### src/hdl/rofm_pkg.sv
// package: offsets, reset values, field positions and carriers for the rail override/fault mask bank
package rofm_pkg;
   // register offsets on the i2c target register space
   localparam logic [7:0] OFS_RAIL_DISABLE_CTRL   = 8'h9f;
   localparam logic [7:0] OFS_RAIL_OVERRIDE_ONE   = 8'ha0;
   localparam logic [7:0] OFS_RAIL_OVERRIDE_TWO   = 8'ha1;
   localparam logic [7:0] OFS_RAIL_FAULT_MASK_ONE = 8'ha2;

   // reset values
   localparam logic [7:0] RST_RAIL_DISABLE_CTRL   = 8'he0;
   localparam logic [7:0] RST_RAIL_OVERRIDE_ONE   = 8'h80;
   localparam logic [7:0] RST_RAIL_OVERRIDE_TWO   = 8'h89;
   localparam logic [7:0] RST_RAIL_FAULT_MASK_ONE = 8'hc0;

   // rail_disable_ctrl fields
   localparam int BIT_SWITCH_B2_FORCE_OFF   = 7;
   localparam int BIT_SWITCH_B1_FORCE_OFF   = 6;
   localparam int BIT_SWITCH_A1_FORCE_OFF   = 5;
   localparam int BIT_TERMINATION_FORCE_OFF = 4;
   localparam logic [7:0] DIS_RESERVED_MASK = 8'h0f;

   // override one / fault mask one fields (same layout)
   localparam int BIT_LINEAR_A2     = 7;
   localparam int BIT_SWITCH_A1     = 6;
   localparam int STEPDOWN_COUNT    = 6;

   // override two fields
   localparam int BIT_OUTPUT_4_LEVEL     = 7;
   localparam int BIT_OUTPUT_1_LEVEL     = 4;
   localparam int BIT_TERMINATION_ON     = 3;
   localparam int BIT_SWITCH_B2_ON       = 2;
   localparam int BIT_SWITCH_B1_ON       = 1;
   localparam int BIT_LINEAR_A3_ON       = 0;

   // stepdown 1..3 force-off bits in the separate control register
   localparam int STEPDOWN_DIS_EXT_COUNT = 3;

   localparam int RAIL_COUNT = 12;
   // rail index order used on the rail vectors
   localparam int R_SD1 = 0;
   localparam int R_LA2 = 6;
   localparam int R_SA1 = 7;
   localparam int R_SB1 = 8;
   localparam int R_SB2 = 9;
   localparam int R_TRM = 10;
   localparam int R_LA3 = 11;

   typedef struct packed {
      logic       wr;
      logic [7:0] addr;
      logic [7:0] wdata;
   } rofm_reg_req_s;

   typedef struct packed {
      logic       hit;
      logic [7:0] rdata;
   } rofm_reg_rsp_s;
endpackage

### src/hdl/rofm_regs.sv
// rail disable / enable override / gpo level / fault mask register bank
`timescale 1ns/1ps
module rofm_regs #(
   parameter int NUM_GPO = 4
) (
   // clock and reset
   input  wire logic                       sys_clk_i,
   input  wire logic                       rst_i,
   input  wire logic                       clk_en_i,
   // register port from the i2c target engine
   input  wire rofm_pkg::rofm_reg_req_s    reg_req_i,
   output      rofm_pkg::rofm_reg_rsp_s    reg_rsp_o,
   // rail control inputs: pin/pg request per rail, stepdown 1..3 force-off bits
   input  wire logic [11:0]                rail_pin_req_i,
   input  wire logic [2:0]                 stepdown_force_off_i,
   input  wire logic [11:0]                rail_fault_i,
   // factory configuration of the gp outputs
   input  wire logic [NUM_GPO-1:0]         gpo_is_gp_output_i,
   input  wire logic [NUM_GPO-1:0]         gpo_push_pull_i,
   // rail enables and shutdown request
   output      logic [11:0]                rail_enable_o,
   output      logic                       shutdown_req_o,
   // gp output pins: level out and output enable (low = driving)
   output      logic [NUM_GPO-1:0]         gpo_o,
   output      logic [NUM_GPO-1:0]         gpo_oe_n_o
);
   // the level mapping below serves exactly the four gp pins behind override two
   if (NUM_GPO != 4) begin : g_bad_gpo_count
      $error("rofm_regs: NUM_GPO must be 4");
   end
   // the external stepdown force-off bits must land on stepdown rails
   if (rofm_pkg::STEPDOWN_DIS_EXT_COUNT > rofm_pkg::STEPDOWN_COUNT) begin : g_bad_stepdown_count
      $error("rofm_regs: more external force-off bits than stepdown rails");
   end

   // register images
   logic [7:0]  dis_r;
   logic [7:0]  ovr1_r;
   logic [7:0]  ovr2_r;
   logic [7:0]  fmask_r;

   // per-rail views of the register bits
   logic [11:0] rail_override;
   logic [11:0] rail_permit;
   logic [11:0] rail_fmask;
   logic [11:0] rail_want;
   logic [11:0] fault_live;

   // one write strobe per register; a write while the enable is low is dropped
   logic        wr_dis;
   logic        wr_ovr1;
   logic        wr_ovr2;
   logic        wr_fmask;

   function automatic logic addr_is(input logic [7:0] a, input logic [7:0] ofs);
      return a == ofs;
   endfunction

   function automatic logic wr_to(input rofm_pkg::rofm_reg_req_s r, input logic en, input logic [7:0] ofs);
      return en && r.wr && addr_is(r.addr, ofs);
   endfunction

   // write decode, shared by the four register processes
   always_comb begin
      wr_dis   = wr_to(reg_req_i, clk_en_i, rofm_pkg::OFS_RAIL_DISABLE_CTRL);
      wr_ovr1  = wr_to(reg_req_i, clk_en_i, rofm_pkg::OFS_RAIL_OVERRIDE_ONE);
      wr_ovr2  = wr_to(reg_req_i, clk_en_i, rofm_pkg::OFS_RAIL_OVERRIDE_TWO);
      wr_fmask = wr_to(reg_req_i, clk_en_i, rofm_pkg::OFS_RAIL_FAULT_MASK_ONE);
   end

   // rail disable: switches permitted, termination held off after reset
   always_ff @(posedge sys_clk_i) begin
      if (rst_i) begin
         dis_r <= rofm_pkg::RST_RAIL_DISABLE_CTRL;
      end else if (wr_dis) begin
         // reserved bits stored as written; the host keeps them zero
         dis_r <= reg_req_i.wdata;
      end
   end

   // override one: only linear a2 forced on after reset
   always_ff @(posedge sys_clk_i) begin
      if (rst_i) begin
         ovr1_r <= rofm_pkg::RST_RAIL_OVERRIDE_ONE;
      end else if (wr_ovr1) begin
         ovr1_r <= reg_req_i.wdata;
      end
   end

   // override two and gp levels: termination, a3 and gp_output_4 high after reset
   always_ff @(posedge sys_clk_i) begin
      if (rst_i) begin
         ovr2_r <= rofm_pkg::RST_RAIL_OVERRIDE_TWO;
      end else if (wr_ovr2) begin
         ovr2_r <= reg_req_i.wdata;
      end
   end

   // fault mask one: linear a2 and switch a1 masked after reset
   always_ff @(posedge sys_clk_i) begin
      if (rst_i) begin
         fmask_r <= rofm_pkg::RST_RAIL_FAULT_MASK_ONE;
      end else if (wr_fmask) begin
         fmask_r <= reg_req_i.wdata;
      end
   end

   // read path, combinational so the engine sees data in the address cycle
   always_comb begin
      reg_rsp_o = '0;
      case (reg_req_i.addr)
         rofm_pkg::OFS_RAIL_DISABLE_CTRL: begin
            reg_rsp_o.hit   = 1'b1;
            reg_rsp_o.rdata = dis_r;
         end
         rofm_pkg::OFS_RAIL_OVERRIDE_ONE: begin
            reg_rsp_o.hit   = 1'b1;
            reg_rsp_o.rdata = ovr1_r;
         end
         rofm_pkg::OFS_RAIL_OVERRIDE_TWO: begin
            reg_rsp_o.hit   = 1'b1;
            reg_rsp_o.rdata = ovr2_r;
         end
         rofm_pkg::OFS_RAIL_FAULT_MASK_ONE: begin
            reg_rsp_o.hit   = 1'b1;
            reg_rsp_o.rdata = fmask_r;
         end
         default: begin
            // unmapped offsets answer with no hit and zero data
            reg_rsp_o = '0;
         end
      endcase
   end

   // map register bits onto the rail vector
   always_comb begin
      rail_override = '0;
      rail_fmask    = '0;
      rail_permit   = '1;
      rail_override[rofm_pkg::R_SD1 +: rofm_pkg::STEPDOWN_COUNT] = ovr1_r[5:0];
      rail_override[rofm_pkg::R_LA2] = ovr1_r[rofm_pkg::BIT_LINEAR_A2];
      rail_override[rofm_pkg::R_SA1] = ovr1_r[rofm_pkg::BIT_SWITCH_A1];
      rail_override[rofm_pkg::R_SB1] = ovr2_r[rofm_pkg::BIT_SWITCH_B1_ON];
      rail_override[rofm_pkg::R_SB2] = ovr2_r[rofm_pkg::BIT_SWITCH_B2_ON];
      rail_override[rofm_pkg::R_TRM] = ovr2_r[rofm_pkg::BIT_TERMINATION_ON];
      rail_override[rofm_pkg::R_LA3] = ovr2_r[rofm_pkg::BIT_LINEAR_A3_ON];
      rail_fmask[rofm_pkg::R_SD1 +: rofm_pkg::STEPDOWN_COUNT] = fmask_r[5:0];
      rail_fmask[rofm_pkg::R_LA2] = fmask_r[rofm_pkg::BIT_LINEAR_A2];
      rail_fmask[rofm_pkg::R_SA1] = fmask_r[rofm_pkg::BIT_SWITCH_A1];
      // switches b1/b2, termination and linear a3 have no mask bit here, so their faults always count
      rail_permit[rofm_pkg::R_SA1] = dis_r[rofm_pkg::BIT_SWITCH_A1_FORCE_OFF];
      rail_permit[rofm_pkg::R_SB1] = dis_r[rofm_pkg::BIT_SWITCH_B1_FORCE_OFF];
      rail_permit[rofm_pkg::R_SB2] = dis_r[rofm_pkg::BIT_SWITCH_B2_FORCE_OFF];
      rail_permit[rofm_pkg::R_TRM] = dis_r[rofm_pkg::BIT_TERMINATION_FORCE_OFF];
      // stepdown 1..3 keep their own disable bits outside this bank
      rail_permit[rofm_pkg::R_SD1 +: rofm_pkg::STEPDOWN_DIS_EXT_COUNT] = stepdown_force_off_i;
      // limitation: stepdown 4..6 and the linear rails have no force-off input here and stay permitted
      // a rail runs when permitted and either forced on or asked for by its pin
      rail_want  = rail_permit & (rail_override | rail_pin_req_i);
      // faults that still reach the shutdown request
      fault_live = rail_fault_i & ~rail_fmask;
   end

   // rail enables: disable beats override, override beats pin request
   always_ff @(posedge sys_clk_i) begin
      if (rst_i) begin
         rail_enable_o <= '0;
      end else if (clk_en_i) begin
         rail_enable_o <= rail_want;
      end
   end

   // shutdown request from any unmasked fault
   // the request only reports; ramping the rails down is left to the sequencer outside
   always_ff @(posedge sys_clk_i) begin
      if (rst_i) begin
         shutdown_req_o <= 1'b0;
      end else if (clk_en_i) begin
         shutdown_req_o <= |fault_live;
      end
   end

   // gp outputs: gpo 4 is open-drain only, gpo 1..3 may be push-pull
   for (genvar g = 0; g < NUM_GPO; g++) begin : g_gpo
      localparam int LB      = rofm_pkg::BIT_OUTPUT_1_LEVEL + g;
      localparam bit OD_ONLY = (LB == rofm_pkg::BIT_OUTPUT_4_LEVEL);
      logic          level_r;
      logic          oe_n_r;

      always_ff @(posedge sys_clk_i) begin
         if (rst_i) begin
            level_r <= 1'b0;
            oe_n_r  <= 1'b1;
         end else if (clk_en_i) begin
            // pins not configured as gp outputs are released
            level_r <= 1'b0;
            oe_n_r  <= 1'b1;
            if (gpo_is_gp_output_i[g]) begin
               if (gpo_push_pull_i[g] && !OD_ONLY) begin
                  level_r <= ovr2_r[LB];
                  oe_n_r  <= 1'b0;
               end else begin
                  // open drain: drive only the low level, high is released
                  oe_n_r <= ovr2_r[LB];
               end
            end
         end
      end

      assign gpo_o[g]      = level_r;
      assign gpo_oe_n_o[g] = oe_n_r;
   end
endmodule // rofm_regs

### config.mk
export PLATFORM = sky130hd
export DESIGN_NAME = rofm_regs
export DESIGN_NICKNAME = d
export VERILOG_FILES = /design/src/hdl/rofm_pkg.sv /design/src/hdl/rofm_regs.sv
export SDC_FILE = /design/constraint.sdc
export NUM_CORES = 1
export LEC_CHECK = 0
export BUFFER_PORTS_ARGS = -buffer_cell sky130_fd_sc_hd__buf_4
export CORE_UTILIZATION = 45
export CTS_CLUSTER_SIZE = 12
export DETAILED_ROUTE_END_ITERATION = 16
export PLACE_DENSITY_LB_ADDON = 0.3
export SYNTH_ARGS = -nofsm -noshare
export SYNTH_HDL_FRONTEND = slang
export SYNTH_SLANG_ARGS = --single-unit
### constraint.sdc
create_clock -name sys_clk_i -period 3.05 [get_ports sys_clk_i]
set_clock_uncertainty 0.15 [all_clocks]
set_input_delay 0.4575 -clock sys_clk_i [delete_from_list [all_inputs] [get_ports sys_clk_i]]
set_output_delay 0.4575 -clock sys_clk_i [all_outputs]
set_load 0.02 [all_outputs]
# Word level (Yosys, flattened, before mapping)
# Cells that the tools add are included.
# Widths: inputs -> output; s select.
classes:
  n_mux: 14
  n_reduce_logical: 6
  eq_ne: 4
  bitwise: 4
op_table:
  columns: ["operator", "count"]
  rows:
  - ["$pmux 9 s4", 1]
  - ["$eq 8x8->1 const B", 4]
  - ["$and 12x12->12", 2]
  - ["$mux 1", 13]
  - ["$not 8->12", 1]
  - ["$or 12x12->12", 1]
  - ["$reduce_or 12->1", 1]
  - ["$logic_and 1x1->1", 5]
word_totals:
  ff_bits: 52
  elab_cells: 41
  output_inout_bits: 30
  inputBits: 55

# Depth between registers and ports, before layout
depth:
  depth_word: 3
  depth_mapped: 5
  mapped_depth_nobuf: 3

# Worst setup path before layout
# No wires, ideal clock.
synth_timing:
  path_type: "input port to output port"
  startpoint: "input reg_req_i[12] in the netlist's numbering"
  endpoint: "output reg_rsp_o[0] in the netlist's numbering"
  n_path_buf: 2
  slack_ps: 460
  arrival_ps: 1983
  required_ps: 2442
  stages: 5
  cell_sequence: "or4b_4 > buf_6 > clkbuf_1 > nor3_2 > a221o_1"
synth_lines:
  columns: ["element", "line_no", "source"]
  rows:
  - ["from (decl)", "rofm_regs.sv:11", "input wire rofm_pkg::rofm_reg_req_s reg_req_i,"]
  - ["to (decl)", "rofm_regs.sv:12", "output rofm_pkg::rofm_reg_rsp_s reg_rsp_o,"]

==> results.yml <==
clock_network:
  holdBufCountCts: 0
  clk_pin_slew_worst_paths_ns: 0.09
  numCtsBuffers: 5
  clk-insertion-delay-late_ns: 0.30
  cts_resized: 0
  clock_sinks: 52
  clock_path_buffers: 2
  cts_root_buffer: "clkbuf_8"
  htreeDepth: 2
  cts_setup_buffers: 0
  cts_tree: "yes"
cells_and_area:
  fin_cells: 419
  syn2layout_area_growth_pct: 25.3
  final_area_um2: 3280
  fin_nets: 402
  utilization_pct: 59.2
  antenna_cells: 0
  drive_above_1_share_pct: 30.3
worst_setup_path:
  cp_max_fo: 14
  r2r_start: "fmask_r[4]$_SDFFE_PP0P_"
  path_class: "in2out"
  end_kind: "output port"
  cp-startpoint: "reg_req_i[12]"
  start_kind: "primary input"
  crit_arrival_ns: 1.94
  crit_required_ns: 2.44
  reg2regPathDepth: 3
routing:
  wl_mm: 6.23
  firstDrtPassIters: 4
  drc_errors: 0
  wl_per_cell_um: 14.9
  drt_iter0_drc: 127
  viasPerCell: 5.23
  postRouteAntennaNets: 0
  num_vias: 2191
sta:
  final_max_slew_viol_count: 0
  setup_violations: 0
  fin_hold_ws_ns: 0.266
  hold_violations: 0
  fmax_mhz: 392
  timing.final.crit_share_pct: 83.6
  tightest_slew_ns: 0.551
  max_slew_margin_pct: 63.3
  rsz0062_at_grt: "no"
  finalSetupTns_ns: 0
  fin_crit_ns: 2.55
  fin_ws_ns: 0.499
synthesis:
  syn-num-nets: 337
  ys_async_sr_fraction_pct: 0
  synthCells: 282
  synth_most_common_cell: "dfxtp_1"
  syn-cell-area_um2: 2620
  synthTopCellsByCount: "dfxtp_1 (52), nand2b_1 (47), mux2i_1 (32)"
  yosysTopAreaCell: "dfxtp_1"
  ys_warn_count: 0
  synth_cell_type_count: 32
  yosys.area.top_type_share_pct: 39.8
  synth_area_leaders: "dfxtp_1 (40%), mux2i_1 (12%), nand2b_1 (11%)"
  ys_ff_latch: 52
  ys_seq_area_share_pct: 39.8
  synth_ff_type: "dfxtp_1"
  postSynthAreaPerCell_um2: 9.28
  synth-edff-count: 0
hold_path:
  min_path_type: "in2reg"
  hp-start: "reg_req_i[5]"
  hold_path_depth: 3
placed_design:
  place_area_um2: 3200
  dp_hpwl_mm: 4.52
  placed_cells: 412
  routabilityCongestion: 0.808
  preCtsSetupSlack_ns: 0.511
  portBuffers: 82
floorplanning:
  die_width_um: 78.3
  placeableCoreArea_um2: 5540
  initial_core_util_pct: 47.2
  chipHeight_um: 78.3
  std_cell_rows: 27
  io_pins: 85
  dieArea_um2: 6120
global_routing:
  antenna_found_initial: 0
  grt_max_degree: 65
  grt.total_usage_pct: 21.5
  grt_pass1_wl_mm: 10.2
  grt_pass1_vias: 2064
  grt_overflow: 0
pwr:
  power_mw: 1.24
  p_per_area_nw_per_um2: 377
  vdd_drop_max_v: 0.000252
  leakage_nw: 1.40
outcome:
  outcome: "completed"
flow_run:
  cap_violations: 0
flip-flops by register name, summed over array words and instances (netlist names):
register        count
rail_enable_o      12
dis_r               8
g_gpo.oe_n_r        4
ovr1_r              8
fmask_r             8
g_gpo.level_r       3
shutdown_req_o      1
ovr2_r              8
routing by layer:
metal  up-vias  global-route usage [%]  part of all wire, %
met3         5                    3.84                  5.1
met1      1015                    28.7                   46
met5         -                       0                    0
met4         0                    5.56                 0.95
li1       1114                       -                    -
met2        57                    35.5                   48
worst max-delay path: stages:
cell and delay (ns):
buf_4 0.11, or4b_4 0.66, nor3_2 0.23, buf_4 0.17, a221o_1 0.16, buf_4 0.15
power by group:
| group | switching [mW] | internal [mW] | leakage (nW) |
|---|---|---|---|
| clock network | 0.213 | 0.157 | 0.0410 |
| registers | 0.00581 | 0.690 | 0.422 |
| logic | 0.0821 | 0.0886 | 0.939 |
| total | 0.301 | 0.935 | 1.40 |
layout make-up:
cell class / count / area (µm²)
flip-flops and latches: 52 / 1040
multi-input cells: 196 / 1400
fillers: 517 / 2260
clock inverters: 1 / 5.00
repair buffers: 88 / 661
clock buffers: 6 / 72.6
inverters: 4 / 15.0
well taps: 72 / 90.1
cell families (layout without fill, tap and decap cells):
| group | after synthesis | count (layout) | synth area share [%] |
|---|---|---|---|
| simple gates | 117 | 117 | 28.0 |
| other cells | 1 | 1 | 0.143 |
| compound gates | 46 | 46 | 13.0 |
| buf+inv | 34 | 99 | 6.89 |
| mux | 32 | 32 | 12.2 |
| flops | 52 | 52 | 39.8 |
layout by cell type (no fill, tap or decap), types with 2 or more instances in the layout:
master and n:
buf_4 88, dfxtp_1 52, nand2b_1 47, mux2i_1 32
nor2_1 29, nand3b_1 17, a211oi_1 13, a21oi_1 10
a221o_1 8, o211ai_1 7, clkbuf_8 5, or2_2 4
nor2b_1 4, inv_1 4, nand4_1 3, a31oi_1 3
nand2_1 2, nor3_1 2, nor4_4 2, or4_4 2
final timing paths:
| path | slack (ns) | end |
|---|---|---|
| worst max-delay path | 0.50 | reg_rsp_o[0] |
| worst min-delay path | 0.27 | dis_r[5]$_SDFFE_PP1P_ |
| worst max register to register | 1.68 | shutdown_req_o$_SDFFE_PP0P_ |
| worst min register to register | 0.32 | g_gpo[2].level_r$_SDFFE_PP0P_ |
No activity file was read; power rests on OpenSTA's default activity.
